==> config.mk <==
export PLATFORM = sky130hd
export DESIGN_NAME = atatc_top
export DESIGN_NICKNAME = d
export VERILOG_FILES = /design/src/rtl/atatc_pkg.sv /design/src/rtl/atatc_tap_edge.sv /design/src/rtl/atatc_top.sv
export VERILOG_INCLUDE_DIRS = /design/src /design/src/rtl
export SDC_FILE = /design/constraint.sdc
export NUM_CORES = 1
export LEC_CHECK = 0
export BUFFER_PORTS_ARGS = -buffer_cell sky130_fd_sc_hd__buf_2
export CAP_MARGIN = 5
export CORE_MARGIN = 3
export CORE_UTILIZATION = 56
export DETAILED_ROUTE_END_ITERATION = 12
export PLACE_DENSITY = 0.82
export SLEW_MARGIN = 25
export SYNTH_ARGS = -nofsm -noshare
export SYNTH_HDL_FRONTEND = slang
export SYNTH_SLANG_ARGS = --single-unit
==> constraint.sdc <==
create_clock -name clk -period 18.25 [get_ports clk]
set_clock_uncertainty 0.15 [all_clocks]
set_input_delay 0.9125 -clock clk [delete_from_list [all_inputs] [get_ports clk]]
set_output_delay 0.9125 -clock clk [all_outputs]
set_load 0.05 [all_outputs]
==> src/rtl/atatc_defines.svh <==
`ifndef ATATC_DEFINES_SVH
`define ATATC_DEFINES_SVH

// Register byte offsets
`define ATATC_OFF_WAKE   8'h1C
`define ATATC_OFF_ALM_A  8'h20
`define ATATC_OFF_ALM_B  8'h24
`define ATATC_OFF_TAP_A  8'h30
`define ATATC_OFF_TAP_B  8'h34
`define ATATC_OFF_STAT   8'h3C
`define ATATC_OFF_CLK    8'h40
`define ATATC_OFF_TRIM   8'h44
`define ATATC_OFF_ARM    8'h48
`define ATATC_OFF_DISARM 8'h4C
`define ATATC_OFF_MASK   8'h50

// Event bit positions shared by wake, arm, disarm and mask words
`define ATATC_BIT_WRAP 0
`define ATATC_BIT_AL0  8
`define ATATC_BIT_AL1  9
`define ATATC_BIT_INTERVAL_TICK_A 16
`define ATATC_BIT_INTERVAL_TICK_B 17

// Field positions
`define ATATC_TAP_LSB   0
`define ATATC_TAP_MSB   4
`define ATATC_CEN_BIT   0
`define ATATC_SRC_LSB   8
`define ATATC_SRC_MSB   10
`define ATATC_SHIFT_LSB 0
`define ATATC_SHIFT_MSB 4
`define ATATC_ADD_BIT   5
`define ATATC_VAL_LSB   8
`define ATATC_VAL_MSB   15
`define ATATC_STAT_SYNC 0
`define ATATC_STAT_CLKB 1

// Prescaler source codes
`define ATATC_SRC_SYS_RC    3'h0
`define ATATC_SRC_SLOW_XTAL 3'h1
`define ATATC_SRC_BUS       3'h2
`define ATATC_SRC_GENERIC   3'h3
`define ATATC_SRC_KHZ       3'h4

// Reset values
`define ATATC_RST_WORD 32'h0000_0000
`define ATATC_RST_TAP  5'h00
`define ATATC_RST_SRC  3'h0

// Timing and tuner constants
`define ATATC_CLK_SYNC_CYCLES 8
`define ATATC_TRIM_NUM        9'h100

`endif

==> src/rtl/atatc_pkg.sv <==
package atatc_pkg;

  // One flag per event source, in register bit order
  typedef struct packed {
    logic interval_tick_b;
    logic interval_tick_a;
    logic al1;
    logic al0;
    logic wrap;
  } atatc_evt_t;

  // Tuner settings
  typedef struct packed {
    logic [7:0] value;
    logic       add;
    logic [4:0] shift;
  } atatc_trim_t;

  // Bus answer sequencing
  typedef enum logic {
    BUS_IDLE   = 1'h0,
    BUS_ANSWER = 1'h1
  } atatc_bus_st_t;

endpackage

==> src/rtl/atatc_tap_edge.sv <==
`timescale 1ns/10ps
`include "atatc_defines.svh"
module atatc_tap_edge #(
  parameter int TAP_BITS = 32
) (
  // Clock and control
  input  wire logic                clk,
  input  wire logic                rst_n,
  input  wire logic                ce,
  // Synchronised prescaler bits and the chosen tap
  input  wire logic [TAP_BITS-1:0] tap_bits,
  input  wire logic [4:0]          tap_select,
  // Rising-edge pulse on the chosen bit
  output logic                     tick
);

  logic tap_now;
  logic tap_prev_reg;
  logic tick_reg;

  // Taps beyond the implemented prescaler width read as constant low
  assign tap_now = (32'(tap_select) < TAP_BITS) ? tap_bits[tap_select] : 1'b0;

  // Edge detect; a change of tap may give one spurious edge
  always_ff @(posedge clk or negedge rst_n) begin
    if (!rst_n) begin
      tap_prev_reg <= 1'b0;
      tick_reg     <= 1'b0;
    end else if (ce) begin
      tap_prev_reg <= tap_now;
      tick_reg     <= tap_now & ~tap_prev_reg;
    end
  end

  assign tick = tick_reg;
endmodule

==> src/rtl/atatc_top.sv <==
`timescale 1ns/10ps
`include "atatc_defines.svh"
module atatc_top #(
  parameter int CLK_SYNC_CYCLES = `ATATC_CLK_SYNC_CYCLES,
  parameter int TAP_BITS        = 32
) (
  // Clock, reset and enable
  input  wire logic                clk,
  input  wire logic                rst_n,
  input  wire logic                ce,
  // Avalon-MM slave
  input  wire logic [7:0]          avs_address,
  input  wire logic                avs_read,
  input  wire logic                avs_write,
  input  wire logic [31:0]         avs_writedata,
  input  wire logic [3:0]          avs_byteenable,
  output logic [31:0]              avs_readdata,
  output logic                     avs_waitrequest,
  // Timer unit
  input  wire logic [31:0]         counter_value,
  input  wire logic                counter_wrap,
  input  wire logic [TAP_BITS-1:0] prescaler_bits,
  input  wire logic                sync_pending,
  input  wire logic                prescaler_tick,
  // Prescaler clock control and tuned tick
  output logic                     prescaler_clock_on,
  output logic [4:0]               prescaler_source_sel,
  output logic                     clock_change_pending,
  output logic                     tuned_tick,
  // Wake and events
  output logic                     wake_request,
  output atatc_pkg::atatc_evt_t    event_flags,
  output atatc_pkg::atatc_evt_t    trigger_out
);

  localparam int CW = $clog2(CLK_SYNC_CYCLES + 1);
  localparam logic [CW-1:0] SYNC_LOAD = CW'(CLK_SYNC_CYCLES - 1);

  // Refuse settings the logic cannot serve
  if (TAP_BITS < 2 || TAP_BITS > 32) begin : g_bad_taps
    $error("TAP_BITS must be 2 to 32");
  end
  if (CLK_SYNC_CYCLES < 1) begin : g_bad_sync
    $error("CLK_SYNC_CYCLES must be at least 1");
  end

  // Place event flags at their register bit positions
  function automatic logic [31:0] evt_word(input atatc_pkg::atatc_evt_t e);
    logic [31:0] w;
    w = `ATATC_RST_WORD;
    w[`ATATC_BIT_WRAP] = e.wrap;
    w[`ATATC_BIT_AL0]  = e.al0;
    w[`ATATC_BIT_AL1]  = e.al1;
    w[`ATATC_BIT_INTERVAL_TICK_A] = e.interval_tick_a;
    w[`ATATC_BIT_INTERVAL_TICK_B] = e.interval_tick_b;
    return w;
  endfunction

  function automatic atatc_pkg::atatc_evt_t word_evt(input logic [31:0] w);
    return '{interval_tick_b: w[`ATATC_BIT_INTERVAL_TICK_B], interval_tick_a: w[`ATATC_BIT_INTERVAL_TICK_A],
             al1: w[`ATATC_BIT_AL1], al0: w[`ATATC_BIT_AL0],
             wrap: w[`ATATC_BIT_WRAP]};
  endfunction

  // Byte-enable expansion
  function automatic logic [31:0] be_bits(input logic [3:0] be);
    return {{8{be[3]}}, {8{be[2]}}, {8{be[1]}}, {8{be[0]}}};
  endfunction

  atatc_pkg::atatc_bus_st_t bus_st_reg;
  logic                     wait_reg;
  logic [31:0]              rdata_reg;
  logic [31:0]              rd_word;
  logic [7:0]               addr_w;
  logic [31:0]              wmask;
  logic [31:0]              wdata_m;
  logic                     wr_go;
  logic                     wr_ok;
  logic                     clk_wr;
  atatc_pkg::atatc_evt_t    wake_en_reg;
  atatc_pkg::atatc_evt_t    mask_reg;
  atatc_pkg::atatc_evt_t    flags;
  atatc_pkg::atatc_evt_t    trig_reg;
  logic [31:0]              alarm_reg [2];
  logic [4:0]               tap_reg [2];
  logic [31:0]              cnt_prev_reg;
  logic [1:0]               hit_reg;
  logic                     wrap_reg;
  logic [1:0]               tick;
  logic                     wake_reg;
  logic                     clk_on_reg;
  logic [2:0]               src_reg;
  logic [4:0]               src_sel_reg;
  logic                     clk_busy_reg;
  logic [CW-1:0]            clk_cnt_reg;
  atatc_pkg::atatc_trim_t   trim_reg;
  logic [8:0]               trim_div;
  logic [39:0]              period;
  logic [39:0]              trim_cnt_reg;
  logic                     extra_reg;
  logic                     tuned_reg;
  logic [TAP_BITS-1:0]      presc_s1_reg;
  logic [TAP_BITS-1:0]      presc_s2_reg;

  assign addr_w  = {avs_address[7:2], 2'h0};
  assign wmask   = be_bits(avs_byteenable);
  assign wdata_m = avs_writedata & wmask;
  // A write takes effect at the edge where the master sees waitrequest low
  assign wr_go   = avs_write && (bus_st_reg == atatc_pkg::BUS_ANSWER) && ce;
  assign wr_ok   = wr_go && !sync_pending;
  // Clock control changes only while no earlier change is in flight
  assign clk_wr  = wr_go && (addr_w == `ATATC_OFF_CLK) && !clk_busy_reg;

  // Bus answer: one wait cycle, then one cycle with waitrequest low
  always_ff @(posedge clk or negedge rst_n) begin
    if (!rst_n) begin
      bus_st_reg <= atatc_pkg::BUS_IDLE;
      wait_reg   <= 1'b1;
      rdata_reg  <= `ATATC_RST_WORD;
    end else if (ce) begin
      unique case (bus_st_reg)
        atatc_pkg::BUS_IDLE: begin
          if (avs_read || avs_write) begin
            bus_st_reg <= atatc_pkg::BUS_ANSWER;
            wait_reg   <= 1'b0;
            rdata_reg  <= avs_read ? rd_word : `ATATC_RST_WORD;
          end
        end
        atatc_pkg::BUS_ANSWER: begin
          bus_st_reg <= atatc_pkg::BUS_IDLE;
          wait_reg   <= 1'b1;
        end
      endcase
    end
  end

  // Read mux; protected registers read zero while sync is pending
  always_comb begin
    rd_word = `ATATC_RST_WORD;
    case (addr_w)
      `ATATC_OFF_WAKE:  rd_word = evt_word(wake_en_reg);
      `ATATC_OFF_ALM_A: rd_word = alarm_reg[0];
      `ATATC_OFF_ALM_B: rd_word = alarm_reg[1];
      `ATATC_OFF_TAP_A: rd_word[`ATATC_TAP_MSB:`ATATC_TAP_LSB] = tap_reg[0];
      `ATATC_OFF_TAP_B: rd_word[`ATATC_TAP_MSB:`ATATC_TAP_LSB] = tap_reg[1];
      `ATATC_OFF_TRIM: begin
        rd_word[`ATATC_VAL_MSB:`ATATC_VAL_LSB]     = trim_reg.value;
        rd_word[`ATATC_ADD_BIT]                    = trim_reg.add;
        rd_word[`ATATC_SHIFT_MSB:`ATATC_SHIFT_LSB] = trim_reg.shift;
      end
      `ATATC_OFF_CLK: begin
        rd_word[`ATATC_CEN_BIT]                = clk_on_reg;
        rd_word[`ATATC_SRC_MSB:`ATATC_SRC_LSB] = src_reg;
      end
      `ATATC_OFF_MASK: rd_word = evt_word(mask_reg);
      `ATATC_OFF_STAT: begin
        rd_word[`ATATC_STAT_SYNC] = sync_pending;
        rd_word[`ATATC_STAT_CLKB] = clk_busy_reg;
      end
      default: rd_word = `ATATC_RST_WORD;
    endcase
    if (sync_pending && addr_w != `ATATC_OFF_CLK && addr_w != `ATATC_OFF_STAT &&
        addr_w != `ATATC_OFF_MASK) begin
      rd_word = `ATATC_RST_WORD;
    end
  end

  // Wake enables
  always_ff @(posedge clk or negedge rst_n) begin
    if (!rst_n) begin
      wake_en_reg <= '0;
    end else if (wr_ok && addr_w == `ATATC_OFF_WAKE) begin
      wake_en_reg <= word_evt((evt_word(wake_en_reg) & ~wmask) | wdata_m);
    end
  end

  // Alarm compare values and tap selects
  always_ff @(posedge clk or negedge rst_n) begin
    if (!rst_n) begin
      alarm_reg[0] <= `ATATC_RST_WORD;
      alarm_reg[1] <= `ATATC_RST_WORD;
      tap_reg[0]   <= `ATATC_RST_TAP;
      tap_reg[1]   <= `ATATC_RST_TAP;
    end else if (wr_ok) begin
      for (int i = 0; i < 2; i++) begin
        if (addr_w == `ATATC_OFF_ALM_A + 8'(4 * i)) begin
          alarm_reg[i] <= (alarm_reg[i] & ~wmask) | wdata_m;
        end
        if (addr_w == `ATATC_OFF_TAP_A + 8'(4 * i) && avs_byteenable[0]) begin
          tap_reg[i] <= avs_writedata[`ATATC_TAP_MSB:`ATATC_TAP_LSB];
        end
      end
    end
  end

  // Clock control with busy window; settling time is a parameter
  always_ff @(posedge clk or negedge rst_n) begin
    if (!rst_n) begin
      clk_on_reg   <= 1'b0;
      src_reg      <= `ATATC_RST_SRC;
      src_sel_reg  <= 5'h00;
      clk_busy_reg <= 1'b0;
      clk_cnt_reg  <= '0;
    end else if (clk_wr) begin
      if (avs_byteenable[0]) begin
        clk_on_reg <= avs_writedata[`ATATC_CEN_BIT];
      end
      if (avs_byteenable[1]) begin
        src_reg <= avs_writedata[`ATATC_SRC_MSB:`ATATC_SRC_LSB];
        case (avs_writedata[`ATATC_SRC_MSB:`ATATC_SRC_LSB])
          `ATATC_SRC_SYS_RC:    src_sel_reg <= 5'h01;
          `ATATC_SRC_SLOW_XTAL: src_sel_reg <= 5'h02;
          `ATATC_SRC_BUS:       src_sel_reg <= 5'h04;
          `ATATC_SRC_GENERIC:   src_sel_reg <= 5'h08;
          `ATATC_SRC_KHZ:       src_sel_reg <= 5'h10;
          default:              src_sel_reg <= 5'h00; // Reserved codes pick nothing
        endcase
      end
      clk_busy_reg <= 1'b1;
      clk_cnt_reg  <= SYNC_LOAD;
    end else if (ce && clk_busy_reg) begin
      if (clk_cnt_reg == '0) begin
        clk_busy_reg <= 1'b0;
      end else begin
        clk_cnt_reg <= clk_cnt_reg - CW'(1);
      end
    end
  end

  // Tuner settings
  always_ff @(posedge clk or negedge rst_n) begin
    if (!rst_n) begin
      trim_reg <= '0;
    end else if (wr_ok && addr_w == `ATATC_OFF_TRIM) begin
      if (avs_byteenable[0]) begin
        trim_reg.add   <= avs_writedata[`ATATC_ADD_BIT];
        trim_reg.shift <= avs_writedata[`ATATC_SHIFT_MSB:`ATATC_SHIFT_LSB];
      end
      if (avs_byteenable[1]) begin
        trim_reg.value <= avs_writedata[`ATATC_VAL_MSB:`ATATC_VAL_LSB];
      end
    end
  end

  // Event mask: arm sets, disarm clears, zero bits leave it alone
  always_ff @(posedge clk or negedge rst_n) begin
    if (!rst_n) begin
      mask_reg <= '0;
    end else if (wr_ok && addr_w == `ATATC_OFF_ARM) begin
      mask_reg <= word_evt(evt_word(mask_reg) | wdata_m);
    end else if (wr_ok && addr_w == `ATATC_OFF_DISARM) begin
      mask_reg <= word_evt(evt_word(mask_reg) & ~wdata_m);
    end
  end

  // Prescaler bits come from the prescaler clock domain
  always_ff @(posedge clk or negedge rst_n) begin
    if (!rst_n) begin
      presc_s1_reg <= '0;
      presc_s2_reg <= '0;
    end else if (ce) begin
      presc_s1_reg <= prescaler_bits;
      presc_s2_reg <= presc_s1_reg;
    end
  end

  // Periodic tap edge detectors
  for (genvar g = 0; g < 2; g++) begin : g_tap
    atatc_tap_edge #(
      .TAP_BITS (TAP_BITS)
    ) u_tap (
      .clk        (clk),
      .rst_n      (rst_n),
      .ce         (ce),
      .tap_bits   (presc_s2_reg),
      .tap_select (tap_reg[g]),
      .tick       (tick[g])
    );
  end

  // Alarm hits fire only when the counter moves onto the value
  always_ff @(posedge clk or negedge rst_n) begin
    if (!rst_n) begin
      cnt_prev_reg <= `ATATC_RST_WORD;
      hit_reg      <= 2'h0;
      wrap_reg     <= 1'b0;
    end else if (ce) begin
      cnt_prev_reg <= counter_value;
      for (int i = 0; i < 2; i++) begin
        hit_reg[i] <= (counter_value == alarm_reg[i]) &&
                      (counter_value != cnt_prev_reg);
      end
      wrap_reg <= counter_wrap;
    end
  end

  assign flags = '{interval_tick_b: tick[1], interval_tick_a: tick[0], al1: hit_reg[1], al0: hit_reg[0],
                   wrap: wrap_reg};

  // Wake request and armed event outputs
  always_ff @(posedge clk or negedge rst_n) begin
    if (!rst_n) begin
      wake_reg <= 1'b0;
      trig_reg <= '0;
    end else if (ce) begin
      wake_reg <= |(flags & wake_en_reg);
      trig_reg <= flags & mask_reg;
    end
  end

  // Tuner period: roundup(256 / value) shifted by the exponent
  assign trim_div = (trim_reg.value == 8'h00) ? 9'h000 :
                    9'((`ATATC_TRIM_NUM + {1'b0, trim_reg.value} - 9'h001) /
                       {1'b0, trim_reg.value});
  assign period   = {31'h0000_0000, trim_div} << trim_reg.shift;

  // Tuned tick; an inserted tick needs one idle cycle after its input tick
  always_ff @(posedge clk or negedge rst_n) begin
    if (!rst_n) begin
      trim_cnt_reg <= 40'h00_0000_0000;
      extra_reg    <= 1'b0;
      tuned_reg    <= 1'b0;
    end else if (ce) begin
      if (trim_reg.value == 8'h00) begin
        tuned_reg    <= prescaler_tick;
        trim_cnt_reg <= 40'h00_0000_0000;
        extra_reg    <= 1'b0;
      end else if (!trim_reg.add) begin
        extra_reg <= 1'b0;
        if (prescaler_tick && trim_cnt_reg >= period) begin
          tuned_reg    <= 1'b0;
          trim_cnt_reg <= 40'h00_0000_0000;
        end else begin
          tuned_reg    <= prescaler_tick;
          trim_cnt_reg <= trim_cnt_reg + 40'(prescaler_tick);
        end
      end else if (prescaler_tick) begin
        tuned_reg <= 1'b1;
        if (trim_cnt_reg + 40'h00_0000_0001 >= period - 40'h00_0000_0001) begin
          extra_reg    <= 1'b1;
          trim_cnt_reg <= 40'h00_0000_0000;
        end else begin
          trim_cnt_reg <= trim_cnt_reg + 40'h00_0000_0001;
        end
      end else begin
        tuned_reg <= extra_reg;
        extra_reg <= 1'b0;
      end
    end
  end

  assign avs_readdata         = rdata_reg;
  assign avs_waitrequest      = wait_reg;
  assign prescaler_clock_on   = clk_on_reg;
  assign prescaler_source_sel = src_sel_reg;
  assign clock_change_pending = clk_busy_reg;
  assign tuned_tick           = tuned_reg;
  assign wake_request         = wake_reg;
  assign event_flags          = flags;
  assign trigger_out          = trig_reg;
endmodule

After elaboration in Yosys (flattened, before gate mapping)
Cells that the tools add are included.
{"block": "classes", "n_shift": 1, "order_cmp": 4, "div_mod_pow": 1, "bitwise_logic": 18, "reduce_logical": 42, "mux": 41, "eq_ne": 25, "addsub": 6}
{"operator": "$mux 40", "count": 5}
{"operator": "$and 32x32->32", "count": 3}
{"operator": "$ge 40x40->1", "count": 2}
{"operator": "$eq 32x32->1", "count": 2}
{"operator": "$mux 32", "count": 2}
{"operator": "$or 32x32->32", "count": 2}
{"operator": "$pmux 16 s4", "count": 1}
{"operator": "$add 40x1->40", "count": 1}
{"operator": "$add 40x1->40 const B", "count": 1}
{"operator": "$shl 9x5->40", "count": 1}
{"operator": "$sub 40x1->40 const B", "count": 1}
{"operator": "$and 18x18->18", "count": 2}
{"operator": "$or 18x18->18", "count": 2}
{"operator": "$ne 32x32->1", "count": 1}
{"operator": "$not 32->32", "count": 1}
{"operator": "$eq 6x4->1 const B", "count": 5}
{"operator": "$eq 6x5->1 const B", "count": 5}
{"operator": "$reduce_and 2->1", "count": 13}
{"operator": "$pmux 5 s5", "count": 1}
{"operator": "$logic_and 1x1->1", "count": 18}
{"operator": "$not 18->18", "count": 1}
{"operator": "$pmux 3 s6", "count": 1}
{"operator": "$mux 1", "count": 15}
{"operator": "$pmux 3 s5", "count": 1}
{"operator": "35 further kinds", "count": 51}
{"block": "word_totals", "out_inout_bits": 52, "input_bits": 116, "elab_cells": 181, "reg_bits": 297}

Longest topological paths before layout
Gate-level depths: netlist (run 1).
{"block": "logic_depth", "word_depth": 11, "ltp_mapped": 91, "mapped_depth_nobuf": 81}

Cells and area by module
Synthesis (run 1) repeated with hierarchy kept, for this count alone.
{"block": "hier_totals", "hier_cells": 2335, "area_unflattened_um2": 21519.4}
{"module": "atatc_top", "cells_per_inst": 2239, "seq_area_each_um2": 7333.3, "area_each_um2": 20711.1, "instances": 1}
{"module": "atatc_tap_edge", "cells_per_inst": 48, "seq_area_each_um2": 50.0, "area_each_um2": 404.1, "instances": 2}

Least setup slack after synthesis (run 1)
No wires, ideal clock.
{"block": "synth_path", "path_type": "register -> register", "start": "reg trim_reg[7] (netlist bit)", "end": "reg trim_cnt_reg[38]", "path_stages_with_launch": 83, "t_arrival_ps": 18394, "setup_time_ps": 86, "synth_period_minus_slack_ps": 18630, "slack_ps": -380, "required_ps": 18014, "path_buffers": 12, "path_cell_list": "dfrtp_1 -> clkbuf_1 -> inv_1 -> ha_1 -> clkbuf_2 -> or3b_1 -> clkbuf_1 -> nor2_1 -> inv_1 -> clkbuf_1 -> buf_1 -> ha_1 -> nor2b_1 -> a21oi_1 -> or2_2 -> ha_1 -> nor4b_1 -> a211oi_1 -> [47 not listed] -> nor3_1 -> nand2_1 -> xnor2_1 -> ha_1 -> a21o_1 -> a21oi_1 -> nor2b_1 -> o21ai_0 -> nand2b_1 -> a21oi_1 -> o21ai_0 -> o311ai_0 -> nand3_1 -> clkbuf_1 -> nand2_1 -> clkbuf_1 -> a211oi_1 -> nor3_1"}
{"block": "synth_between", "elab_chain_cells": 11, "word_cells_on_any_way": 17, "classes_between": "add/sub (3); div (1); order compare (2); eq/ne (1); shift (1); mux (6); reduce/logical (3)"}
{"element": "from (decl)", "line": "atatc_top.sv:96", "text": "atatc_pkg::atatc_trim_t trim_reg;"}
{"element": "$add 9x8->9 (no line)"}
{"element": "$sub 9x1->9 (no line)"}
{"element": "$div 9x8->9", "line": "atatc_top.sv:313", "text": "9'((`ATATC_TRIM_NUM + {1'b0, trim_reg.value} - 9'h001) /"}
{"element": "$mux 9", "line": "atatc_top.sv:312", "text": "assign trim_div = (trim_reg.value == 8'h00) ? 9'h000 :"}
{"element": "$shl 9x5->40", "line": "atatc_top.sv:315", "text": "assign period = {31'h0000_0000, trim_div} << trim_reg.shift;"}
{"element": "$sub 40x1->40", "line": "atatc_top.sv:339", "text": "if (trim_cnt_reg + 40'h00_0000_0001 >= period - 40'h00_0000_0001) begin"}
{"element": "$ge 40x40->1", "line": "atatc_top.sv:339"}
{"element": "$mux 40", "line": "atatc_top.sv:339"}
{"element": "$mux 40", "line": "atatc_top.sv:337", "text": "end else if (prescaler_tick) begin"}
{"element": "$mux 40", "line": "atatc_top.sv:328", "text": "end else if (!trim_reg.add) begin"}
{"element": "$mux 40", "line": "atatc_top.sv:324", "text": "if (trim_reg.value == 8'h00) begin"}
{"element": "to (signal assigned)", "line": "atatc_top.sv:335", "text": "trim_cnt_reg <= trim_cnt_reg + 40'(prescaler_tick);"}
{"element": "to (signal assigned)", "line": "atatc_top.sv:343", "text": "trim_cnt_reg <= trim_cnt_reg + 40'h00_0000_0001;"}
{"element": "to (decl)", "line": "atatc_top.sv:99", "text": "logic [39:0] trim_cnt_reg;"}
Parallel ways exist; a longest one is shown, timed or not. The select of a mux whose other input is x is not followed.
A chain may end at the register's enable or synchronous reset.

Worst setup path in the final report (run 1)
{"block": "layout_path", "start": "reg trim_reg[11] (netlist bit)", "end": "reg trim_cnt_reg[26]"}
Same word-level chain as after synthesis.

==> results of run 1 <==
## worst register-to-register path: cells and delay by family, from the launching register on
kind | cells | cell delay (ns)
buffers and inverters | 6 | 1.01
flip-flops | 1 | 0.38
AO/OA/AOI/OAI | 28 | 6.22
XOR/XNOR | 2 | 0.33
multiplexers | 5 | 1.73
AND/OR/NAND/NOR | 22 | 4.42
adder cells (fa/ha/maj) | 11 | 3.03
## worst paths after layout
check                                 startpoint               end  slack, ns  depth (start not counted)
worst max-delay path                trim_reg[11]  trim_cnt_reg[26]       0.89                         74
worst min-delay path                       rst_n  trim_cnt_reg[28]       0.23                          1
worst max register to register      trim_reg[11]  trim_cnt_reg[26]       0.89                         74
worst min register to register  avs_readdata[27]  avs_readdata[27]       0.33                          2
max in group asynchronous                  rst_n  avs_readdata[18]      15.93                          3
min in group clk                avs_readdata[27]  avs_readdata[27]       0.33                          2
## through the flow
stage	hold slack, ns	setup TNS [ns]	util, %	instance area (sq um)	setup WS [ns]
2_1_floorplan	0.299	0	-	21500	0.0381
3_3_place_gp	0.303	0	60.8	22900	0.204
3_5_place_dp	0.313	-5.81	60.8	22900	-0.268
4_1_cts	0.252	0	63.2	23900	0.119
5_1_grt	0.283	-0.760	64.1	24200	-0.108
6_report	0.233	0	64.1	24200	0.893
## cell usage after synthesis (33+ instances only)
cell type,n
nor4_1,37
inv_1,64
nand2_1,223
o21ai_0,136
nor3_1,54
a21oi_1,109
xnor2_1,63
nand3_1,63
a21o_1,40
nor2_1,141
dfrtp_1,296
clkbuf_1,92
nand4_1,47
a22o_1,33
mux2_2,190
xor2_1,133
ha_1,133
## routing by layer
metal	vias to the layer above	GRT usage, %
met4	6	11.1
met5	-	0
met2	1013	54.8
li1	8724	-
met1	9562	46.5
met3	174	6.99
## power by group through the flow
stage | registers, mW | clock network, mW | logic (mW)
after floorplan | 0.742 | 0 | 0.293
after global placement | 0.755 | 0 | 0.408
after detailed placement | 0.760 | 0 | 0.422
after CTS | 0.749 | 0.590 | 0.430
after global routing | 0.756 | 0.618 | 0.493
final | 0.750 | 0.585 | 0.454
## cells by family after synthesis
| family | Yosys count |
|---|---|
| simple gates | 694 |
| compound gates | 536 |
| flops | 297 |
| mux | 244 |
| xor+xnor | 196 |
| buf+inv | 180 |
| fa+ha+maj | 133 |
## what timing repair did
action / CTS / global route
setup endpoints to repair: 36 / 41
setup buffers: 0 / 15
gates resized for setup: 6 / 49
pin swaps: 0 / 22
gates cloned: 1 / 0
## area by class of cell
type                       instances  area, sq um
multi-input combinational       1803        13500
clock inverter                    13          100
fill                            3037        13600
inverter                          66          251
antenna                            6         15.0
timing repair buffer             237         1400
timing repair inverter             1         5.00
sequential                       297         7430
clock buffer                      38          810
tap                              511          639
==> flow_results.xml, run 1 <==
<?xml version="1.0" encoding="UTF-8"?>
<metrics>
  <group name="status">
    <metric name="run_status" unit="">finished clean</metric>
  </group>
  <group name="detailed_routing">
    <metric name="first_iter_violations" unit="">2237</metric>
    <metric name="maxUsedRoutingLayer" unit="">met5</metric>
    <metric name="routed-wl-met2" unit="mm">33.1</metric>
    <metric name="routed_wirelength" unit="mm">71.1</metric>
    <metric name="dr_total_vias" unit="">19500</metric>
    <metric name="wl_met3" unit="mm">6.61</metric>
    <metric name="antenna_violating_nets_post_route" unit="">0</metric>
    <metric name="viasPerCell" unit="">6.55</metric>
    <metric name="detail_route.wl_per_cell" unit="microns">23.9</metric>
    <metric name="drtPass1Iterations" unit="">5</metric>
    <metric name="route.layer.met1.wl" unit="mm">29.0</metric>
    <metric name="route.detailed.drc" unit="">0</metric>
  </group>
  <group name="logic_synthesis">
    <metric name="synth-seq-area-share" unit="%">34.6</metric>
    <metric name="syn-instance-count" unit="">2280</metric>
    <metric name="biggest_area_contributors_in_the_synthesized_netlist" unit="">dfrtp_1 (34%), mux2_2 (10%), ha_1 (7.7%)</metric>
    <metric name="synth_area" unit="sq um">21500</metric>
    <metric name="ys_ff_latch" unit="">297</metric>
    <metric name="dominantRegCellSynth" unit="">dfrtp_1</metric>
    <metric name="synthAdderAreaFrac" unit="%">7.75</metric>
    <metric name="post_synth_mux_area_share" unit="%">13.9</metric>
    <metric name="post_synth_and_or_nand_nor_area_fraction" unit="%">15.7</metric>
    <metric name="synth_top_area_share" unit="%">34.5</metric>
    <metric name="post_synth_xor_area_fraction" unit="%">7.99</metric>
    <metric name="dominant_combinational_cell_family_by_area_after_synthesis" unit="">compound AO/OA/AOI/OAI gates</metric>
    <metric name="synthDistinctLibCells" unit="">96</metric>
    <metric name="yosys_warnings" unit="">0</metric>
    <metric name="synth_nets" unit="">2529</metric>
    <metric name="synth_compound_area_share" unit="%">16.7</metric>
    <metric name="async_reset_ff_share" unit="%">100</metric>
    <metric name="synth_area_per_cell" unit="sq um">9.42</metric>
    <metric name="synth_top_cell_by_area" unit="">dfrtp_1</metric>
    <metric name="synth-edff-count" unit="">0</metric>
  </group>
  <group name="grt">
    <metric name="globalRouteOverflowTotal" unit="">0</metric>
    <metric name="grt_pass1_vias" unit="">19400</metric>
    <metric name="grt_max_degree" unit="">100</metric>
    <metric name="grtUsageTotal" unit="%">34.1</metric>
    <metric name="antenna_violations_before_repair" unit="">7</metric>
    <metric name="grt_first_pass_wirelength" unit="mm">111</metric>
  </group>
  <group name="timing">
    <metric name="worst_slew_pin_slew" unit="ns">1.02</metric>
    <metric name="post-route-period-util" unit="%">95.1</metric>
    <metric name="clock.fmax" unit="GHz">0.0576</metric>
    <metric name="final-max-slew-violation-count" unit="">0</metric>
    <metric name="period_minus_slack" unit="ns">17.36</metric>
    <metric name="worst_slew_margin_rel" unit="%">31.2</metric>
    <metric name="hold_violations" unit="">0</metric>
    <metric name="setup_viol_count_final" unit="">0</metric>
  </group>
  <group name="placed_design">
    <metric name="dpl.hpwl" unit="mm">53.3</metric>
    <metric name="gp_congestion" unit="">0.995</metric>
    <metric name="numPlacedInstances" unit="">2899</metric>
    <metric name="placement.io_buffers" unit="">165</metric>
  </group>
  <group name="setup_path">
    <metric name="cell_at_the_slowest_stage_of_the_critical_path" unit="">or4_1</metric>
    <metric name="cp_top_family" unit="">compound AO/OA/AOI/OAI gates</metric>
    <metric name="critical_path_required" unit="ns">18.59</metric>
    <metric name="endpoint_arrival_time_on_the_critical_path" unit="ns">17.69</metric>
    <metric name="worst_setup_path_end_kind" unit="">flip-flop</metric>
    <metric name="critical_path_peak_fanout" unit="">21</metric>
    <metric name="timing.critical_path.buf_inv" unit="">6</metric>
    <metric name="path_class" unit="">reg -&gt; reg</metric>
    <metric name="critical_path.max_stage_delay" unit="ns">0.60</metric>
    <metric name="critPathLaunchType" unit="">flip-flop</metric>
    <metric name="timing.critical_path.mode_cell" unit="">ha_1</metric>
  </group>
  <group name="floorplanning">
    <metric name="placement_rows" unit="">71</metric>
    <metric name="floorplan.core_area" unit="sq um">37800</metric>
    <metric name="design.die.area" unit="sq um">40700</metric>
    <metric name="fp.dieW" unit="microns">202</metric>
    <metric name="floorplan.io_pins" unit="">168</metric>
    <metric name="die_h" unit="microns">202</metric>
    <metric name="initial_utilization" unit="%">56.9</metric>
  </group>
  <group name="pwr">
    <metric name="pwr-share-comb" unit="%">25.4</metric>
    <metric name="power.share.clock" unit="%">32.7</metric>
    <metric name="share_seq_of_total_power" unit="%">41.9</metric>
    <metric name="power.total" unit="mW">1.79</metric>
    <metric name="power_density" unit="nW/um^2">74.0</metric>
    <metric name="p_int" unit="mW">1.20</metric>
    <metric name="p_sw" unit="mW">0.585</metric>
    <metric name="switching_share" unit="%">32.7</metric>
    <metric name="ir_worst_vdd" unit="mV">0.0849</metric>
    <metric name="leakage" unit="nW">11.2</metric>
  </group>
  <group name="finish">
    <metric name="mostFrequentLayoutCell" unit="">dfrtp_1</metric>
    <metric name="drive_above_1_share" unit="%">23.7</metric>
    <metric name="finish.net_count" unit="">2684</metric>
    <metric name="most-common-layout-cells" unit="">dfrtp_1 (296), nand2_1 (220), mux2_2 (190)</metric>
    <metric name="fin_cells" unit="">2972</metric>
    <metric name="synthToLayoutAreaGrowth" unit="%">12.6</metric>
  </group>
  <group name="clock_tree">
    <metric name="cts-root-buf" unit="">clkbuf_16</metric>
    <metric name="ctsHoldBuffers" unit="">0</metric>
    <metric name="tritoncts" unit="">yes</metric>
    <metric name="cts_max_path_buffers" unit="">3</metric>
    <metric name="cts-buffers-inserted" unit="">29</metric>
    <metric name="clock_sinks" unit="">297</metric>
    <metric name="clk_transition_reported_paths" unit="ns">0.07</metric>
    <metric name="ctsHtreeMaxLevel" unit="">1</metric>
    <metric name="clock_insertion_delay_worst_skew" unit="ns">0.58</metric>
  </group>
  <group name="worst_hold_path">
    <metric name="hp-class" unit="">in -&gt; async</metric>
  </group>
  <group name="run">
    <metric name="drv.max_cap_violation_count" unit="">0</metric>
  </group>
</metrics>
Power figures use the tool's default switching activity.
==> inputs of run 2 (changes only) <==
--- a/config.mk
+++ b/config.mk
@@ -6,12 +6,12 @@
 export SDC_FILE = /design/constraint.sdc
 export NUM_CORES = 1
 export LEC_CHECK = 0
-export BUFFER_PORTS_ARGS = -buffer_cell sky130_fd_sc_hd__buf_2
 export CAP_MARGIN = 5
 export CORE_MARGIN = 3
-export CORE_UTILIZATION = 56
+export CORE_UTILIZATION = 59
 export DETAILED_ROUTE_END_ITERATION = 12
-export PLACE_DENSITY = 0.82
+export DONT_BUFFER_PORTS = 1
+export PLACE_DENSITY = 0.87
 export SLEW_MARGIN = 25
 export SYNTH_ARGS = -nofsm -noshare
 export SYNTH_HDL_FRONTEND = slang
==> flow_results.xml, run 2 (synthesized netlist as in run 1, its figures left out) <==
<?xml version="1.0" encoding="UTF-8"?>
<metrics>
  <group name="pwr">
    <metric name="ir_worst_vdd" unit="mV">0.0881</metric>
    <metric name="power_density" unit="nW/um^2">76.6</metric>
    <metric name="leakage" unit="nW">10.6</metric>
  </group>
  <group name="grt">
    <metric name="grt_pass1_vias" unit="">19000</metric>
    <metric name="antenna_violations_before_repair" unit="">1</metric>
    <metric name="grtUsageTotal" unit="%">35.6</metric>
    <metric name="globalRouteOverflowTotal" unit="">0</metric>
    <metric name="grt_max_degree" unit="">297</metric>
    <metric name="grt_first_pass_wirelength" unit="mm">109</metric>
  </group>
  <group name="timing">
    <metric name="clock.fmax" unit="GHz">0.0573</metric>
    <metric name="hold_violations" unit="">2</metric>
    <metric name="post-route-period-util" unit="%">95.6</metric>
    <metric name="timing.setup.tns" unit="ns">0</metric>
    <metric name="final-max-slew-violation-count" unit="">0</metric>
    <metric name="worst_slew_pin_slew" unit="ns">0.964</metric>
    <metric name="fin_worst_hold_slack" unit="ns">-0.000721</metric>
    <metric name="period_minus_slack" unit="ns">17.45</metric>
    <metric name="setup_viol_count_final" unit="">0</metric>
    <metric name="worst_slew_margin_rel" unit="%">35.5</metric>
  </group>
  <group name="clock_tree">
    <metric name="clock_insertion_delay_worst_skew" unit="ns">0.59</metric>
    <metric name="tritoncts" unit="">yes</metric>
    <metric name="ctsHtreeMaxLevel" unit="">1</metric>
    <metric name="cts-buffers-inserted" unit="">29</metric>
    <metric name="cts-root-buf" unit="">clkbuf_16</metric>
    <metric name="clk_transition_reported_paths" unit="ns">0.08</metric>
    <metric name="clock_sinks" unit="">297</metric>
    <metric name="cts_max_path_buffers" unit="">3</metric>
  </group>
  <group name="detailed_routing">
    <metric name="dr_total_vias" unit="">19200</metric>
    <metric name="viasPerCell" unit="">6.95</metric>
    <metric name="wl_met3" unit="mm">8.05</metric>
    <metric name="route.detailed.drc" unit="">0</metric>
    <metric name="drtPass1Iterations" unit="">6</metric>
    <metric name="antenna_violating_nets_post_route" unit="">0</metric>
    <metric name="first_iter_violations" unit="">2286</metric>
    <metric name="routed-wl-met2" unit="mm">32.6</metric>
    <metric name="maxUsedRoutingLayer" unit="">met5</metric>
    <metric name="detail_route.wl_per_cell" unit="microns">25.7</metric>
    <metric name="route.layer.met1.wl" unit="mm">27.4</metric>
    <metric name="routed_wirelength" unit="mm">70.8</metric>
  </group>
  <group name="floorplanning">
    <metric name="floorplan.core_area" unit="sq um">35700</metric>
    <metric name="die_h" unit="microns">197</metric>
    <metric name="placement_rows" unit="">69</metric>
    <metric name="initial_utilization" unit="%">60.1</metric>
    <metric name="design.die.area" unit="sq um">38700</metric>
    <metric name="floorplan.io_pins" unit="">168</metric>
    <metric name="fp.dieW" unit="microns">197</metric>
  </group>
  <group name="run">
    <metric name="drv.max_cap_violation_count" unit="">0</metric>
  </group>
  <group name="setup_path">
    <metric name="critical_path.max_stage_delay" unit="ns">0.56</metric>
    <metric name="critPathLaunchType" unit="">flip-flop</metric>
    <metric name="critical_path_peak_fanout" unit="">10</metric>
    <metric name="cell_at_the_slowest_stage_of_the_critical_path" unit="">or4_1</metric>
    <metric name="timing.critical_path.buf_inv" unit="">8</metric>
    <metric name="path_class" unit="">reg -&gt; reg</metric>
    <metric name="worst_setup_path_end_kind" unit="">flip-flop</metric>
    <metric name="endpoint_arrival_time_on_the_critical_path" unit="ns">17.80</metric>
    <metric name="cp_top_family" unit="">compound AO/OA/AOI/OAI gates</metric>
    <metric name="timing.critical_path.mode_cell" unit="">ha_1</metric>
    <metric name="critical_path_required" unit="ns">18.60</metric>
  </group>
  <group name="finish">
    <metric name="final_core_util" unit="%">65.7</metric>
    <metric name="mostFrequentLayoutCell" unit="">dfrtp_1</metric>
    <metric name="synthToLayoutAreaGrowth" unit="%">9.31</metric>
    <metric name="drive_above_1_share" unit="%">18.4</metric>
    <metric name="most-common-layout-cells" unit="">dfrtp_1 (296), nand2_1 (220), mux2_2 (189)</metric>
    <metric name="insertedDiodeCount" unit="">0</metric>
    <metric name="finish.net_count" unit="">2520</metric>
  </group>
  <group name="placed_design">
    <metric name="dpl.hpwl" unit="mm">51.0</metric>
    <metric name="placement.io_buffers" unit="">0</metric>
    <metric name="gp_congestion" unit="">0.975</metric>
  </group>
  <group name="worst_hold_path">
    <metric name="hp-class" unit="">in -&gt; async</metric>
  </group>
  <group name="status">
    <metric name="run_status" unit="">complete, but fails checks</metric>
    <metric name="violations" unit="">hold timing</metric>
  </group>
</metrics>
run 2: changes by cell type in the layout (fill, tap and decap cells not counted), sizes merged, moves of 2 or more:
cell      before  now
buf          237   72
inv           65   67
clkbuf        38   40
clkinvlp       4    2
diode          6    0
run 2: final timing paths:
path | from | to | slack, ns | cells past startpoint
worst max-delay path | trim_reg[10] | trim_cnt_reg[26] | 0.80 | 77
worst min-delay path | rst_n | trim_cnt_reg[34] | -0.0007 | 1
worst max register to register | trim_reg[10] | trim_cnt_reg[26] | 0.80 | 77
worst min register to register | src_reg[1] | src_reg[1] | 0.33 | 2
max in group asynchronous | rst_n | avs_readdata[26] | 16.38 | 3
min in group clk | avs_writedata[10] | prescaler_source_sel[0] | 0.28 | 1
run 2: layer usage:
metal	vias up	global-route usage (%)
li1	8402	-
met1	9319	46.3
met2	1192	57.4
met3	238	10.0
met4	2	13.1
met5	-	0
run 2: what timing repair did:
item | 4_1_cts | 5_1_grt
gates resized for setup | 5 | 51
hold buffers | 1 | 0
hold endpoints to repair | 296 | 0
endpoints found under the setup margin | 39 | 41
pin swaps | 0 | 22
buffers inserted | 2 | 21
cloned | 0 | 2
run 2: layout make-up:
class / count / area, sq um
Clock buffer: 38 / 810
Clock inverter: 16 / 140
Fill cell: 2739 / 12300
Inverter: 66 / 248
Multi-Input combinational cell: 1803 / 13600
Sequential cell: 297 / 7430
Tap cell: 461 / 577
Timing Repair Buffer: 74 / 696
run 2: power by group:
part	switching (mW)	internal, mW	total [mW]
Sequential	0.0620	0.700	0.762
Combinational	0.235	0.193	0.428
Clock	0.278	0.331	0.609
run 2: stage by stage:
stage / total power [mW] / hold slack [ns] / cell area, sq um / setup WS, ns / cells
2_1_floorplan: 1.04 / 0.299 / 21500 / 0.0381 / 2280
3_3_place_gp: 1.12 / 0.315 / 22000 / 0.264 / 2673
3_5_place_dp: 1.14 / 0.320 / 22000 / -0.268 / 2673
4_1_cts: 1.76 / 0.0224 / 23000 / 0.0720 / 2730
5_1_grt: 1.87 / 0.00339 / 23500 / -0.0749 / 2755
6_report: 1.80 / -0.000721 / 23500 / 0.799 / 2755
